`config.mk`:
```
export PLATFORM = sky130hd
export DESIGN_NAME = cpu_interrupt_unit
export DESIGN_NICKNAME = d
export VERILOG_FILES = /design/src/hw/irq_unit_pkg.sv /design/src/hw/pin_edge_sense.sv /design/src/hw/cpu_interrupt_unit.sv
export SDC_FILE = /design/constraint.sdc
export NUM_CORES = 1
export LEC_CHECK = 0
export BUFFER_PORTS_ARGS = -buffer_cell sky130_fd_sc_hd__clkbuf_2
export CORE_ASPECT_RATIO = 0.8
export CORE_MARGIN = 2
export CORE_UTILIZATION = 50
export DETAILED_ROUTE_END_ITERATION = 6
export PLACE_DENSITY = 0.75
export SLEW_MARGIN = 20
export SYNTH_ARGS = -nofsm -noshare
export SYNTH_HDL_FRONTEND = slang
export SYNTH_HIERARCHICAL = 1
export SYNTH_SLANG_ARGS = --single-unit
export TNS_END_PERCENT = 100
```
`constraint.sdc`:
```
create_clock -name mclk -period 2 [get_ports mclk]
set_input_delay 0.1 -clock mclk [delete_from_list [all_inputs] [get_ports mclk]]
set_output_delay 0.1 -clock mclk [all_outputs]
set_load 0.005 [all_outputs]
```
`src/hw/irq_unit_pkg.sv`:
```
// constants for the interrupt unit: register map, field positions, reset values, timing counts
// assumes a 32-bit APB register bus with byte addresses; each register is one aligned word
package irq_unit_pkg;

  // register byte offsets
  localparam logic [7:0] OFS_EDGE_SELECT = 8'h00;
  localparam logic [7:0] OFS_EDGE_FLAGS = 8'h04;
  localparam logic [7:0] OFS_EDGE_ENABLES = 8'h08;
  localparam logic [7:0] OFS_PORT_DIRECTION = 8'h0C;
  localparam logic [7:0] OFS_VECTOR_LO = 8'h10;
  localparam logic [7:0] OFS_VECTOR_HI = 8'h14;
  localparam logic [7:0] OFS_SAVED_PC_LO = 8'h18;
  localparam logic [7:0] OFS_SAVED_PC_HI = 8'h1C;
  localparam logic [7:0] OFS_CONTROL = 8'h20;
  localparam logic [7:0] OFS_PERIPH_ENABLES = 8'h24;
  localparam logic [7:0] OFS_ISR_SPEED = 8'h28;
  localparam logic [7:0] OFS_CUR_SPEED = 8'h2C;
  localparam logic [7:0] OFS_STATUS = 8'h30;

  // control register fields
  localparam int CTRL_GIE_BIT = 0;
  // status register fields
  localparam int STAT_DEPTH_LSB = 0;
  localparam int STAT_OVERFLOW_BIT = 2;
  localparam int STAT_UNDERFLOW_BIT = 3;
  localparam int STAT_IRQ_BIT = 4;
  localparam int STAT_PERIPH_LSB = 8;

  // return instruction literal bits
  localparam int RETI_TIMER_BIT = 0;
  localparam int RETI_VECTOR_BIT = 1;
  localparam int RETI_SPEED_BIT = 2;

  // reset values
  localparam logic [7:0] RST_PORT_DIRECTION = 8'hFF;
  localparam logic [7:0] RST_VECTOR_LO = 8'h00;
  localparam logic [7:0] RST_VECTOR_HI = 8'h00;
  localparam logic [7:0] RST_SPEED = 8'h00;

  // timing counts in system clock cycles, and the shadow stack depth in levels
  localparam int IRQ_HOLD_CYCLES = 2;
  localparam int FLASH_PUSH_DELAY = 4;
  localparam int SHADOW_DEPTH = 2;

endpackage

```
`src/hw/pin_edge_sense.sv`:
```
// one external port pin: two-flop synchroniser and selectable edge detector
// assumes pin_async is asynchronous to mclk; edge_hit is a one-cycle pulse
`timescale 1ns/100ps
module pin_edge_sense (
  input wire logic mclk,
  input wire logic rst,
  input wire logic pin_async,
  input wire logic falling_sel,
  input wire logic sense_en,
  output logic edge_hit
);
  logic sync_a;
  logic sync_b;
  logic prev;
  logic [1:0] fill;

  // first stage feeds only the second
  always_ff @(posedge mclk) begin
    if (rst) begin
      sync_a <= 1'b0;
      sync_b <= 1'b0;
      prev <= 1'b0;
    end else begin
      sync_a <= pin_async;
      sync_b <= sync_a;
      prev <= sync_b;
    end
  end

  // counts the pipeline refill after reset; prev is only a real pin sample
  // once it is full, so a pin held high through reset gives no false edge
  always_ff @(posedge mclk) begin
    if (rst) begin
      fill <= 2'h0;
    end else if (fill != 2'h3) begin
      fill <= fill + 2'h1;
    end
  end

  // edge of the chosen polarity, only on pins set up as interrupt inputs
  always_comb begin
    if (falling_sel) begin
      edge_hit = sense_en & (fill == 2'h3) & prev & ~sync_b;
    end else begin
      edge_hit = sense_en & (fill == 2'h3) & ~prev & sync_b;
    end
  end
endmodule // pin_edge_sense

```
`src/hw/cpu_interrupt_unit.sv`:
```
// interrupt unit for a single-vector core: port edge flags, source gating, vector,
// saved pc, two-deep shadow stack and interrupt speed switching, with an APB slave.
// assumes the core pulses int_taken, swi_exec and reti_exec for one mclk cycle each.
//
// Behaviour
// - each port pin senses rising or falling edge
// - selected edge sets the pin's flag
// - port request ORs flag AND enable per pin
// - source needs own enable and global enable
// - software interrupt instruction raises interrupt, no enable
// - single rewritable vector in vector registers
// - entry saves current pc in saved-pc registers
// - return reloads pc from saved-pc registers
// - return option writes its address plus one
// - request held two cycles after flag clear
// - entry pushes core registers, two-deep stack
// - shadow stack separate from subroutine stack
// - flash data pushed four cycles after entry
// - return pops stack, restores shadowed registers; speed is restored only with return literal bit 2 set
// - entry clears global enable
// - return sets global enable
// - global enable set inside routine allows nesting
// - mainline set/clear of global enable works
// - return literal bit 1 enables vector update
// - entry shadows speed, loads interrupt speed
//
// The placing of the registers and the APB slave port are this design's own decisions.
`timescale 1ns/100ps
module cpu_interrupt_unit #(
  parameter int PORT_PINS = 8,
  parameter int PERIPH_SRCS = 8,
  parameter int REGS_W = 32,
  parameter int SPEED_W = 8
) (
  input wire logic mclk,
  input wire logic rst,
  // APB slave
  input wire logic psel,
  input wire logic penable,
  input wire logic pwrite,
  input wire logic [31:0] paddr,
  input wire logic [31:0] pwdata,
  output logic [31:0] prdata,
  output logic pready,
  output logic pslverr,
  // external port pins and peripheral request levels
  input wire logic [PORT_PINS-1:0] port_pins,
  input wire logic [PERIPH_SRCS-1:0] periph_req,
  // core side
  input wire logic [15:0] core_pc,
  input wire logic [REGS_W-1:0] core_regs,
  input wire logic [7:0] flash_data_hi,
  input wire logic [7:0] flash_data_lo,
  input wire logic int_taken,
  input wire logic swi_exec,
  input wire logic reti_exec,
  input wire logic [2:0] reti_opts,
  input wire logic [15:0] reti_pc,
  output logic irq_req,
  output logic [15:0] vector_pc,
  output logic restore_valid,
  output logic [15:0] restore_pc,
  output logic [REGS_W-1:0] restore_regs,
  output logic [7:0] restore_flash_hi,
  output logic [7:0] restore_flash_lo,
  output logic timer_add_w,
  output logic [SPEED_W-1:0] current_speed_setting
);
  localparam int DEPTH = irq_unit_pkg::SHADOW_DEPTH;

  logic [PORT_PINS-1:0] edge_select;
  logic [PORT_PINS-1:0] edge_flags;
  logic [PORT_PINS-1:0] edge_enables;
  logic [PORT_PINS-1:0] port_direction;
  logic [PORT_PINS-1:0] edge_hit;
  logic [PERIPH_SRCS-1:0] periph_enables;
  logic [7:0] vector_lo;
  logic [7:0] vector_hi;
  logic gie;
  logic [SPEED_W-1:0] isr_speed_setting;
  logic overflow;
  logic underflow;
  logic [1:0] depth;
  logic [1:0] hold_cnt;
  logic [2:0] flash_cnt;
  logic flash_slot;
  logic src_req;
  logic src_held;
  logic port_req;
  logic swi_pend;
  logic ack;
  logic wr;
  logic mapped;
  logic [31:0] next_rdata;
  logic push_slot;
  logic pop_slot;

  // shadow stack storage, indexed by level
  logic [15:0] stk_pc [DEPTH];
  logic [REGS_W-1:0] stk_regs [DEPTH];
  logic [7:0] stk_fhi [DEPTH];
  logic [7:0] stk_flo [DEPTH];
  logic [SPEED_W-1:0] stk_speed [DEPTH];

  // one edge detector per port pin; pins flagged as inputs by a one in port_direction
  for (genvar i = 0; i < PORT_PINS; i++) begin : g_pin
    pin_edge_sense u_sense (
      .mclk(mclk),
      .rst(rst),
      .pin_async(port_pins[i]),
      .falling_sel(edge_select[i]),
      .sense_en(port_direction[i]),
      .edge_hit(edge_hit[i])
    );
  end

  // APB decode; no wait state, read data comes from a flop loaded in the setup cycle
  assign wr = psel & penable & ack & pwrite & (paddr[31:8] == 24'h000000); // unmapped: no effect
  assign pready = ack;

  always_comb begin
    mapped = 1'b1;
    next_rdata = 32'h00000000;
    unique case (paddr[7:0])
      irq_unit_pkg::OFS_EDGE_SELECT: next_rdata[PORT_PINS-1:0] = edge_select;
      irq_unit_pkg::OFS_EDGE_FLAGS: next_rdata[PORT_PINS-1:0] = edge_flags;
      irq_unit_pkg::OFS_EDGE_ENABLES: next_rdata[PORT_PINS-1:0] = edge_enables;
      irq_unit_pkg::OFS_PORT_DIRECTION: next_rdata[PORT_PINS-1:0] = port_direction;
      irq_unit_pkg::OFS_VECTOR_LO: next_rdata[7:0] = vector_lo;
      irq_unit_pkg::OFS_VECTOR_HI: next_rdata[7:0] = vector_hi;
      irq_unit_pkg::OFS_SAVED_PC_LO: next_rdata[7:0] = stk_pc[pop_slot][7:0];
      irq_unit_pkg::OFS_SAVED_PC_HI: next_rdata[7:0] = stk_pc[pop_slot][15:8];
      irq_unit_pkg::OFS_CONTROL: next_rdata[irq_unit_pkg::CTRL_GIE_BIT] = gie;
      irq_unit_pkg::OFS_PERIPH_ENABLES: next_rdata[PERIPH_SRCS-1:0] = periph_enables;
      irq_unit_pkg::OFS_ISR_SPEED: next_rdata[SPEED_W-1:0] = isr_speed_setting;
      irq_unit_pkg::OFS_CUR_SPEED: next_rdata[SPEED_W-1:0] = current_speed_setting;
      irq_unit_pkg::OFS_STATUS: begin
        next_rdata[irq_unit_pkg::STAT_DEPTH_LSB +: 2] = depth;
        next_rdata[irq_unit_pkg::STAT_OVERFLOW_BIT] = overflow;
        next_rdata[irq_unit_pkg::STAT_UNDERFLOW_BIT] = underflow;
        next_rdata[irq_unit_pkg::STAT_IRQ_BIT] = irq_req;
        next_rdata[irq_unit_pkg::STAT_PERIPH_LSB +: PERIPH_SRCS] = periph_req;
      end
      default: mapped = 1'b0;
    endcase
    if (paddr[31:8] != 24'h000000) begin
      mapped = 1'b0;
      next_rdata = 32'h00000000;
    end
  end

  // answer flop: set by the setup cycle, dropped once the access completes
  always_ff @(posedge mclk) begin
    if (rst) begin
      ack <= 1'b0;
      prdata <= 32'h00000000;
      pslverr <= 1'b0;
    end else if (psel & ~penable) begin
      ack <= 1'b1;
      prdata <= pwrite ? 32'h00000000 : next_rdata;
      pslverr <= ~mapped;
    end else if (psel & penable & ack) begin
      ack <= 1'b0;
      pslverr <= 1'b0;
    end
  end

  // plain software-owned configuration registers
  always_ff @(posedge mclk) begin
    if (rst) begin
      edge_select <= '0;
      edge_enables <= '0;
      port_direction <= irq_unit_pkg::RST_PORT_DIRECTION[PORT_PINS-1:0];
      periph_enables <= '0;
      isr_speed_setting <= irq_unit_pkg::RST_SPEED[SPEED_W-1:0];
    end else if (wr) begin
      unique case (paddr[7:0])
        irq_unit_pkg::OFS_EDGE_SELECT: edge_select <= pwdata[PORT_PINS-1:0];
        irq_unit_pkg::OFS_EDGE_ENABLES: edge_enables <= pwdata[PORT_PINS-1:0];
        irq_unit_pkg::OFS_PORT_DIRECTION: port_direction <= pwdata[PORT_PINS-1:0];
        irq_unit_pkg::OFS_PERIPH_ENABLES: periph_enables <= pwdata[PERIPH_SRCS-1:0];
        irq_unit_pkg::OFS_ISR_SPEED: isr_speed_setting <= pwdata[SPEED_W-1:0];
        default: ;
      endcase
    end
  end

  // edge flags: write one to clear, a new edge in the same cycle wins
  always_ff @(posedge mclk) begin
    if (rst) begin
      edge_flags <= '0;
    end else if (wr && paddr[7:0] == irq_unit_pkg::OFS_EDGE_FLAGS) begin
      edge_flags <= (edge_flags & ~pwdata[PORT_PINS-1:0]) | edge_hit;
    end else begin
      edge_flags <= edge_flags | edge_hit;
    end
  end

  // vector: software may rewrite it any time; a return with the option set takes priority
  always_ff @(posedge mclk) begin
    if (rst) begin
      vector_lo <= irq_unit_pkg::RST_VECTOR_LO;
      vector_hi <= irq_unit_pkg::RST_VECTOR_HI;
    end else if (reti_exec & reti_opts[irq_unit_pkg::RETI_VECTOR_BIT]) begin
      {vector_hi, vector_lo} <= reti_pc + 16'h0001;
    end else if (wr && paddr[7:0] == irq_unit_pkg::OFS_VECTOR_LO) begin
      vector_lo <= pwdata[7:0];
    end else if (wr && paddr[7:0] == irq_unit_pkg::OFS_VECTOR_HI) begin
      vector_hi <= pwdata[7:0];
    end
  end
  assign vector_pc = {vector_hi, vector_lo};

  // global enable: entry clears, return sets, software writes otherwise
  always_ff @(posedge mclk) begin
    if (rst) begin
      gie <= 1'b0;
    end else if (int_taken) begin
      gie <= 1'b0;
    end else if (reti_exec) begin
      gie <= 1'b1;
    end else if (wr && paddr[7:0] == irq_unit_pkg::OFS_CONTROL) begin
      gie <= pwdata[irq_unit_pkg::CTRL_GIE_BIT];
    end
  end

  // software interrupt stays pending until the core takes it
  always_ff @(posedge mclk) begin
    if (rst) begin
      swi_pend <= 1'b0;
    end else if (swi_exec) begin
      swi_pend <= 1'b1;
    end else if (int_taken) begin
      swi_pend <= 1'b0;
    end
  end

  // source gating; the hold counter keeps a cleared source visible for two cycles,
  // so a return issued too soon after the clear is taken again
  assign port_req = |(edge_flags & edge_enables);
  assign src_req = port_req | (|(periph_req & periph_enables));
  assign src_held = src_req | (hold_cnt != 2'd0);
  assign irq_req = (gie & src_held) | swi_pend;

  always_ff @(posedge mclk) begin
    if (rst) begin
      hold_cnt <= 2'd0;
    end else if (src_req) begin
      hold_cnt <= 2'(irq_unit_pkg::IRQ_HOLD_CYCLES);
    end else if (hold_cnt != 2'd0) begin
      hold_cnt <= hold_cnt - 2'd1;
    end
  end

  // stack pointer: its own storage, no link to the subroutine call stack
  assign push_slot = (depth == 2'd0) ? 1'b0 : 1'b1;
  assign pop_slot = (depth == 2'd2) ? 1'b1 : 1'b0;

  always_ff @(posedge mclk) begin
    if (rst) begin
      depth <= 2'd0;
      overflow <= 1'b0;
      underflow <= 1'b0;
    end else begin
      if (int_taken) begin
        if (depth == 2'(DEPTH)) begin
          overflow <= 1'b1; // top level is overwritten
        end else begin
          depth <= depth + 2'd1;
        end
      end else if (reti_exec) begin
        if (depth == 2'd0) begin
          underflow <= 1'b1;
        end else begin
          depth <= depth - 2'd1;
        end
      end
      if (wr && paddr[7:0] == irq_unit_pkg::OFS_STATUS) begin
        // sticky errors clear on a one, unless raised again in this cycle
        if (pwdata[irq_unit_pkg::STAT_OVERFLOW_BIT] && !(int_taken && depth == 2'(DEPTH))) begin
          overflow <= 1'b0;
        end
        if (pwdata[irq_unit_pkg::STAT_UNDERFLOW_BIT] && !(reti_exec && depth == 2'd0)) begin
          underflow <= 1'b0;
        end
      end
    end
  end

  // entry push of pc, core registers and speed; flash data waits for a pending fetch
  always_ff @(posedge mclk) begin
    if (rst) begin
      for (int k = 0; k < DEPTH; k++) begin
        stk_pc[k] <= 16'h0000;
        stk_regs[k] <= '0;
        stk_speed[k] <= '0;
      end
    end else if (int_taken) begin
      stk_pc[push_slot] <= core_pc;
      stk_regs[push_slot] <= core_regs;
      stk_speed[push_slot] <= current_speed_setting;
    end
  end

  // delayed flash data push, counted from the entry edge
  always_ff @(posedge mclk) begin
    if (rst) begin
      flash_cnt <= 3'd0;
      flash_slot <= 1'b0;
      for (int k = 0; k < DEPTH; k++) begin
        stk_fhi[k] <= 8'h00;
        stk_flo[k] <= 8'h00;
      end
    end else if (int_taken) begin
      flash_cnt <= 3'(irq_unit_pkg::FLASH_PUSH_DELAY);
      flash_slot <= push_slot;
    end else if (flash_cnt != 3'd0) begin
      flash_cnt <= flash_cnt - 3'd1;
      if (flash_cnt == 3'd1) begin
        stk_fhi[flash_slot] <= flash_data_hi;
        stk_flo[flash_slot] <= flash_data_lo;
      end
    end
  end

  // speed: entry switches to the interrupt speed, return may restore the saved one
  always_ff @(posedge mclk) begin
    if (rst) begin
      current_speed_setting <= irq_unit_pkg::RST_SPEED[SPEED_W-1:0];
    end else if (int_taken) begin
      current_speed_setting <= isr_speed_setting;
    end else if (reti_exec && reti_opts[irq_unit_pkg::RETI_SPEED_BIT] && depth != 2'd0) begin
      current_speed_setting <= stk_speed[pop_slot];
    end
  end

  // return: one-cycle restore pulse with the popped level on registered outputs
  always_ff @(posedge mclk) begin
    if (rst) begin
      restore_valid <= 1'b0;
      restore_pc <= 16'h0000;
      restore_regs <= '0;
      restore_flash_hi <= 8'h00;
      restore_flash_lo <= 8'h00;
      timer_add_w <= 1'b0;
    end else begin
      restore_valid <= reti_exec & (depth != 2'd0);
      timer_add_w <= reti_exec & reti_opts[irq_unit_pkg::RETI_TIMER_BIT];
      if (reti_exec && depth != 2'd0) begin
        restore_pc <= stk_pc[pop_slot];
        restore_regs <= stk_regs[pop_slot];
        restore_flash_hi <= stk_fhi[pop_slot];
        restore_flash_lo <= stk_flo[pop_slot];
      end
    end
  end
endmodule // cpu_interrupt_unit

```
=== Word-level counts from Yosys, hierarchy flattened ===
Memory sizes are Yosys's and may differ from the RTL's. A register that Yosys moved wholly into a read port is not among the register bits.
Cells that the tools add are included.

* Shift operators: 0
* Multiplexer cells: 75
* Bitwise operators: 76
* Multipliers: 0
* Divide/modulo/power cells: 0
* Add/subtract/negate cells: 13
* Reductions and logical operators: 47
* Equality and inequality tests: 33
* Order comparisons: 0

{| class="wikitable"
|+ Operators by type and width
! kind !! number
|-
| 2-to-1 mux 8 bit || 12
|-
| 2-to-1 mux 32 bit || 2
|-
| bitwise AND 1 bit || 49
|-
| 2-to-1 mux 1 bit || 48
|-
| one-hot mux 4 bit (12 select lines) || 1
|-
| equality test 8 x 6 -> 1 bit (second input constant) || 5
|-
| OR reduction 8 bit || 5
|-
| one-hot mux 3 bit (11 select lines) || 1
|-
| equality test 8 x 5 -> 1 bit (second input constant) || 4
|-
| 2-to-1 mux 16 bit || 2
|-
| OR reduction 32 bit || 1
|-
| bitwise AND 8 bit || 3
|-
| zero test 24 bit || 1
|-
| nonzero test 24 bit || 1
|-
| inequality test 2 bit (second input constant) || 11
|-
| nonzero test 2 bit || 11
|-
| adder 2 x 1 -> 2 bit (second input constant) || 9
|-
| equality test 2 bit (second input constant) || 9
|-
| NOT 1 bit || 18
|-
| adder 16 x 1 -> 16 bit (second input constant) || 1
|-
| equality test 8 x 4 -> 1 bit (second input constant) || 2
|-
| OR 8 bit || 2
|-
| OR reduction 16 bit || 1
|-
| one-hot mux 1 bit (13 select lines) || 1
|-
| 17 further kinds || 44
|}

* Bits in latches: 0
* Memories: 5
* Input bits: 171
* Memory bits (writable): 144
* Output and inout port bits: 125
* ROM bits: 0
* Register bits after elaboration: 176
* Word-level logic and storage cells: 306

{| class="wikitable"
|+ Memories
! name !! depth !! bits a word !! read ports !! clocked after Yosys merged registers in !! write ports !! RTL line !! RTL
|-
| stk_regs || 2 || 32 || 1 || 1 || 2 || cpu_interrupt_unit.sv:100 || <nowiki>logic [REGS_W-1:0] stk_regs [DEPTH];</nowiki>
|-
| stk_pc || 2 || 16 || 1 || 0 || 2 || cpu_interrupt_unit.sv:99 || <nowiki>logic [15:0] stk_pc [DEPTH];</nowiki>
|-
| stk_fhi || 2 || 8 || 1 || 1 || 2 || cpu_interrupt_unit.sv:101 || <nowiki>logic [7:0] stk_fhi [DEPTH];</nowiki>
|-
| stk_flo || 2 || 8 || 1 || 1 || 2 || cpu_interrupt_unit.sv:102 || <nowiki>logic [7:0] stk_flo [DEPTH];</nowiki>
|-
| stk_speed || 2 || 8 || 1 || 0 || 2 || cpu_interrupt_unit.sv:103 || <nowiki>logic [SPEED_W-1:0] stk_speed [DEPTH];</nowiki>
|}

=== Longest topological paths before layout ===
* Word-level depth: 9
* Gate-level depth with buffers: 9

=== Hierarchy ===
Netlist, hierarchy kept.

{| class="wikitable"
|+ By module, submodules not included
! module !! cells each !! seq. area each (µm²) !! area an instance (µm²) !! times used
|-
| cpu_interrupt_unit || 1,300 || 7,687.4 || 13,814.5 || 1
|-
| pin_edge_sense || 17 || 100.1 || 186.4 || 8
|}

=== Least setup slack after synthesis ===
No wires, ideal clock.

* Kind: input to register
* Start: in int_taken
* End: mem stk_pc[0][0], enable pin
* Stages on the path: 5
* Library setup time: 0.389 ns
* Arrival: 1.710 ns
* Slack: -0.099 ns
* Cell sequence: clkbuf_1 > nand2b_1 > nor3_1 > clkbuf_1 > or2_2

{| class="wikitable"
|+ RTL lines
! what !! RTL line !! RTL
|-
| start: declaration || cpu_interrupt_unit.sv:54 || <nowiki>input wire logic int_taken,</nowiki>
|-
| end: declaration || cpu_interrupt_unit.sv:99 ||
|}

=== Worst setup path after layout ===
* Start: reg edge_flags[7]
* End: out irq_req

* Word-level cells in the longest chain between the ends: 6

{| class="wikitable"
|+ Ends and longest elaborated chain
! what !! RTL line !! RTL
|-
| start: declaration || cpu_interrupt_unit.sv:72 || <nowiki>logic [PORT_PINS-1:0] edge_flags;</nowiki>
|-
| start signal: assignment || cpu_interrupt_unit.sv:193 || <nowiki>edge_flags <= (edge_flags & ~pwdata[PORT_PINS-1:0]) | edge_hit;</nowiki>
|-
| start signal: assignment || cpu_interrupt_unit.sv:195 || <nowiki>edge_flags <= edge_flags | edge_hit;</nowiki>
|-
| bitwise AND 8 bit || cpu_interrupt_unit.sv:240 || <nowiki>assign port_req = |(edge_flags & edge_enables);</nowiki>
|-
| OR reduction 8 bit || cpu_interrupt_unit.sv:240 ||
|-
| OR 1 bit || cpu_interrupt_unit.sv:241 || <nowiki>assign src_req = port_req | (|(periph_req & periph_enables));</nowiki>
|-
| OR 1 bit || cpu_interrupt_unit.sv:242 || <nowiki>assign src_held = src_req | (hold_cnt != 2'd0);</nowiki>
|-
| bitwise AND 1 bit || cpu_interrupt_unit.sv:243 || <nowiki>assign irq_req = (gie & src_held) | swi_pend;</nowiki>
|-
| OR 1 bit || cpu_interrupt_unit.sv:243 ||
|-
| end: declaration || cpu_interrupt_unit.sv:59 || <nowiki>output logic irq_req,</nowiki>
|}

Every way passes these cells.

==> results.json <==
{
  "crit_path_max_fanout": 3,
  "final_layout_size_suffix_gt1_share_pct": 24.9,
  "synth_top_flop_cell": "dfxtp_1",
  "dr.pass1.iters": 5,
  "cts_tree": "built",
  "timing.final.hold_violations": 0,
  "cp_slowest_cell": "dfxtp_1",
  "async_flop_share_pct": 0,
  "critPathBufInv": 1,
  "holdCritPathClass": "input port to flop",
  "fp.dieArea_um2": 32000,
  "fin_area_um2": 19700,
  "ir_drop_mv": 0.650,
  "htree_num_levels": 2,
  "ioPinCount": 296,
  "synth_area_leaders": "edfxtp_1, dfxtp_1, mux2i_1",
  "met1_length_mm": 18.9,
  "drt_iter0_drc": 887,
  "die_x_um": 200,
  "place_inst": 2098,
  "viasPerCell": 5.49,
  "status": "complete, no violations",
  "ys_warn_count": 6,
  "slew_headroom_pct": 42.1,
  "netlist_area_um2": 15300,
  "crit_chain": "a22o_1 > a221oi_2 > and4_4 > a21oi_2 > clkbuf_2",
  "netlist.area_leader.share_pct": 28.3,
  "grt_usage_pct": 27.3,
  "pre_cts_slack_ns": 0.0162,
  "required_ns": 1.90,
  "seq_area_frac_synth_pct": 55.5,
  "wl_mm": 43.8,
  "drv_slew": 0,
  "grt_pass1_wl_mm": 67.6,
  "min_path_cells": 3,
  "routedWlPerCell_um": 19.3,
  "synth-edff-count": 144,
  "areaGrowthSynthToFinish_pct": 28.8,
  "arrival_ns": 1.86,
  "layout.nets": 2004,
  "start_util_pct": 50.6,
  "path_class": "flop to output pin",
  "max_stage_delay_ns": 0.32,
  "synth_seq_cells": 352,
  "fin_util_pct": 65.2,
  "place_area_um2": 17500,
  "wl_met2_mm": 20.1,
  "p_leak_nw": 7.69,
  "tns_ns": 0,
  "maxCapViolCount": 0,
  "antenna_violating_nets_post_route": 0,
  "critical_path_depth": 5,
  "clock-root-buffer": "clkbuf_16",
  "cts_buffers": 36,
  "power.density_nw_per_um2": 844,
  "clock-sinks": 352,
  "synth_top_area_cell": "edfxtp_1",
  "worstSkewPairLatency_ns": 0.53,
  "multiInputGateArea_um2": 6340,
  "clkSlewWorstSetupHoldPaths_ns": 0.06,
  "maxUsedRoutingLayer": "met4",
  "min_period_over_period_pct": 98.2,
  "grt_max_degree": 123,
  "setup_viol": 0,
  "max_freq_mhz": 509,
  "grt_overflow_total": 0,
  "finClkSkew_ns": 0.0209,
  "grt_pass1_vias": 12300,
  "fin_crit_ns": 1.96,
  "remaining_drc_errors": 0,
  "ys_types": 70,
  "regArea_um2": 8490,
  "die_y_um": 160,
  "dpl.hpwl_mm": 29.7,
  "setup_slack_ns": 0.0361,
  "final_cells": 2262,
  "routed-wl-met3_mm": 3.57,
  "rr_worst_depth": 8,
  "start_kind": "flop",
  "n_fill_cell": 2360,
  "core_um2": 30200,
  "portBuffers": 255,
  "rows": 57,
  "crit_family": "compound AO/OA/AOI/OAI gates",
  "antenna_found_initial": 2,
  "gp_congestion": 0.991,
  "cp-end-kind": "output pin",
  "routed-via-count": 12400,
  "tightest_slew_ns": 0.869,
  "clockBufferDepth": 3,
  "syn_avg_cell_area_um2": 10.7,
  "syn_inst": 1436,
  "rsz0062_at_grt": "yes"
}
## per-stage QoR
step	hold WS [ns]	total power, mW
after global placement	0.311	9.81
after detailed placement	0.315	9.88
after CTS	0.0000414	16.7
after floorplan	0.172	9.14
final	0.0410	16.6
after global routing	0.0275	17.3
## registers in the layout, summed over array words and instances (netlist names), 16 cells and up
name and flops:
stk_fhi 16, stk_speed 16, prdata 16, stk_flo 16, restore_regs 32, restore_pc 16
stk_regs 64, stk_pc 32, g_pin.u_sense/fill 16
## cells in the mapped netlist, types with 19 or more instances
| master | n |
|---|---|
| dfxtp_1 | 208 |
| nor2_1 | 174 |
| and2_1 | 148 |
| edfxtp_1 | 144 |
| mux2i_1 | 106 |
| a211oi_1 | 76 |
| nand2_1 | 71 |
| a21oi_1 | 64 |
| clkbuf_1 | 64 |
| nand3_1 | 43 |
| buf_4 | 29 |
| nor2b_1 | 29 |
| nor3_1 | 24 |
| a22oi_1 | 19 |
| o21ai_0 | 19 |
## per-layer routing
metal | global-route usage, % | vias to the layer above
met1 | 37.2 | 5917
met2 | 43.3 | 530
met3 | 5.54 | 92
met5 | 0 | -
met4 | 9.87 | 0
li1 | - | 5885
## path summary, 6_finish.rpt
path	startpoint	to	slack (ns)
worst max-delay path	edge_flags[7]	irq_req	0.04
worst min-delay path	pwdata[0]	edge_select[0]	0.04
worst max register to register	depth[1]	prdata[4]	0.12
worst min register to register	g_pin[0].u_sense/sync_a	g_pin[0].u_sense/sync_b	0.44
## power breakdown
part / switching [mW] / internal, mW
clock network: 2.74 / 3.98
logic: 0.997 / 0.830
registers: 0.199 / 7.89
total: 3.93 / 12.7
## cell type report
type	instances	share of cell area, %
flip-flops and latches	352	43.1
inverters	7	0.133
diodes	1	0.0127
clock buffers	50	5.20
multi-input cells	975	32.2
clock inverters	15	0.793
well taps	413	2.62
repair buffers	449	16.0
## worst register-to-register path, delay by kind of cell, from the launching register on
family                 cells  cell delay, ns
AOI/OAI and AO/OA          3            0.63
buffers and inverters      2            0.31
DFF                        1            0.33
muxes                      1            0.24
and+or+nand+nor            2            0.24
## what timing repair did
action | in CTS | in global routing
pin swaps | 3 | 3
gates resized for setup | 10 | 8
endpoints found under the setup margin | 1 | 7
hold buffers | 97 | 0
cloned | 0 | 0
endpoints found under the hold margin | 164 | 0
buffers inserted | 2 | 0
## logic make-up after synthesis
group,synth area share (%)
flops,55.5
other cells,0.0245
simple gates,19.4
compound gates,11.2
xor+xnor,1.20
fa+ha+maj,0.981
mux,7.74
buf+inv,4.09
## layout by cell type (no fill, tap or decap), types with 6 or more instances in the layout
cell           count
buf_12            13
a21oi_2            9
nor2_1           173
mux2i_1          104
a31oi_1           12
a22o_1             7
nand3b_1           9
xor2_1            13
a22oi_1           19
o22ai_1            8
a21oi_1           63
a211oi_1          76
clkinv_2           6
clkbuf_1           8
ha_1              12
and3_1             8
nor2b_1           28
edfxtp_1         144
inv_1              7
dfxtp_1          206
nor4_1             7
conb_1            16
buf_4             81
nor3_1            22
nand3_1           43
nand2_1           71
o21ai_0           19
clkbuf_16         37
dlygate4sd3_1     97
or3b_1             8
nand2b_1           7
nand4_1            7
xnor2_1            8
clkbuf_2         254
mux2_2             7
and2_1           147
Power figures use the tool's default switching activity.
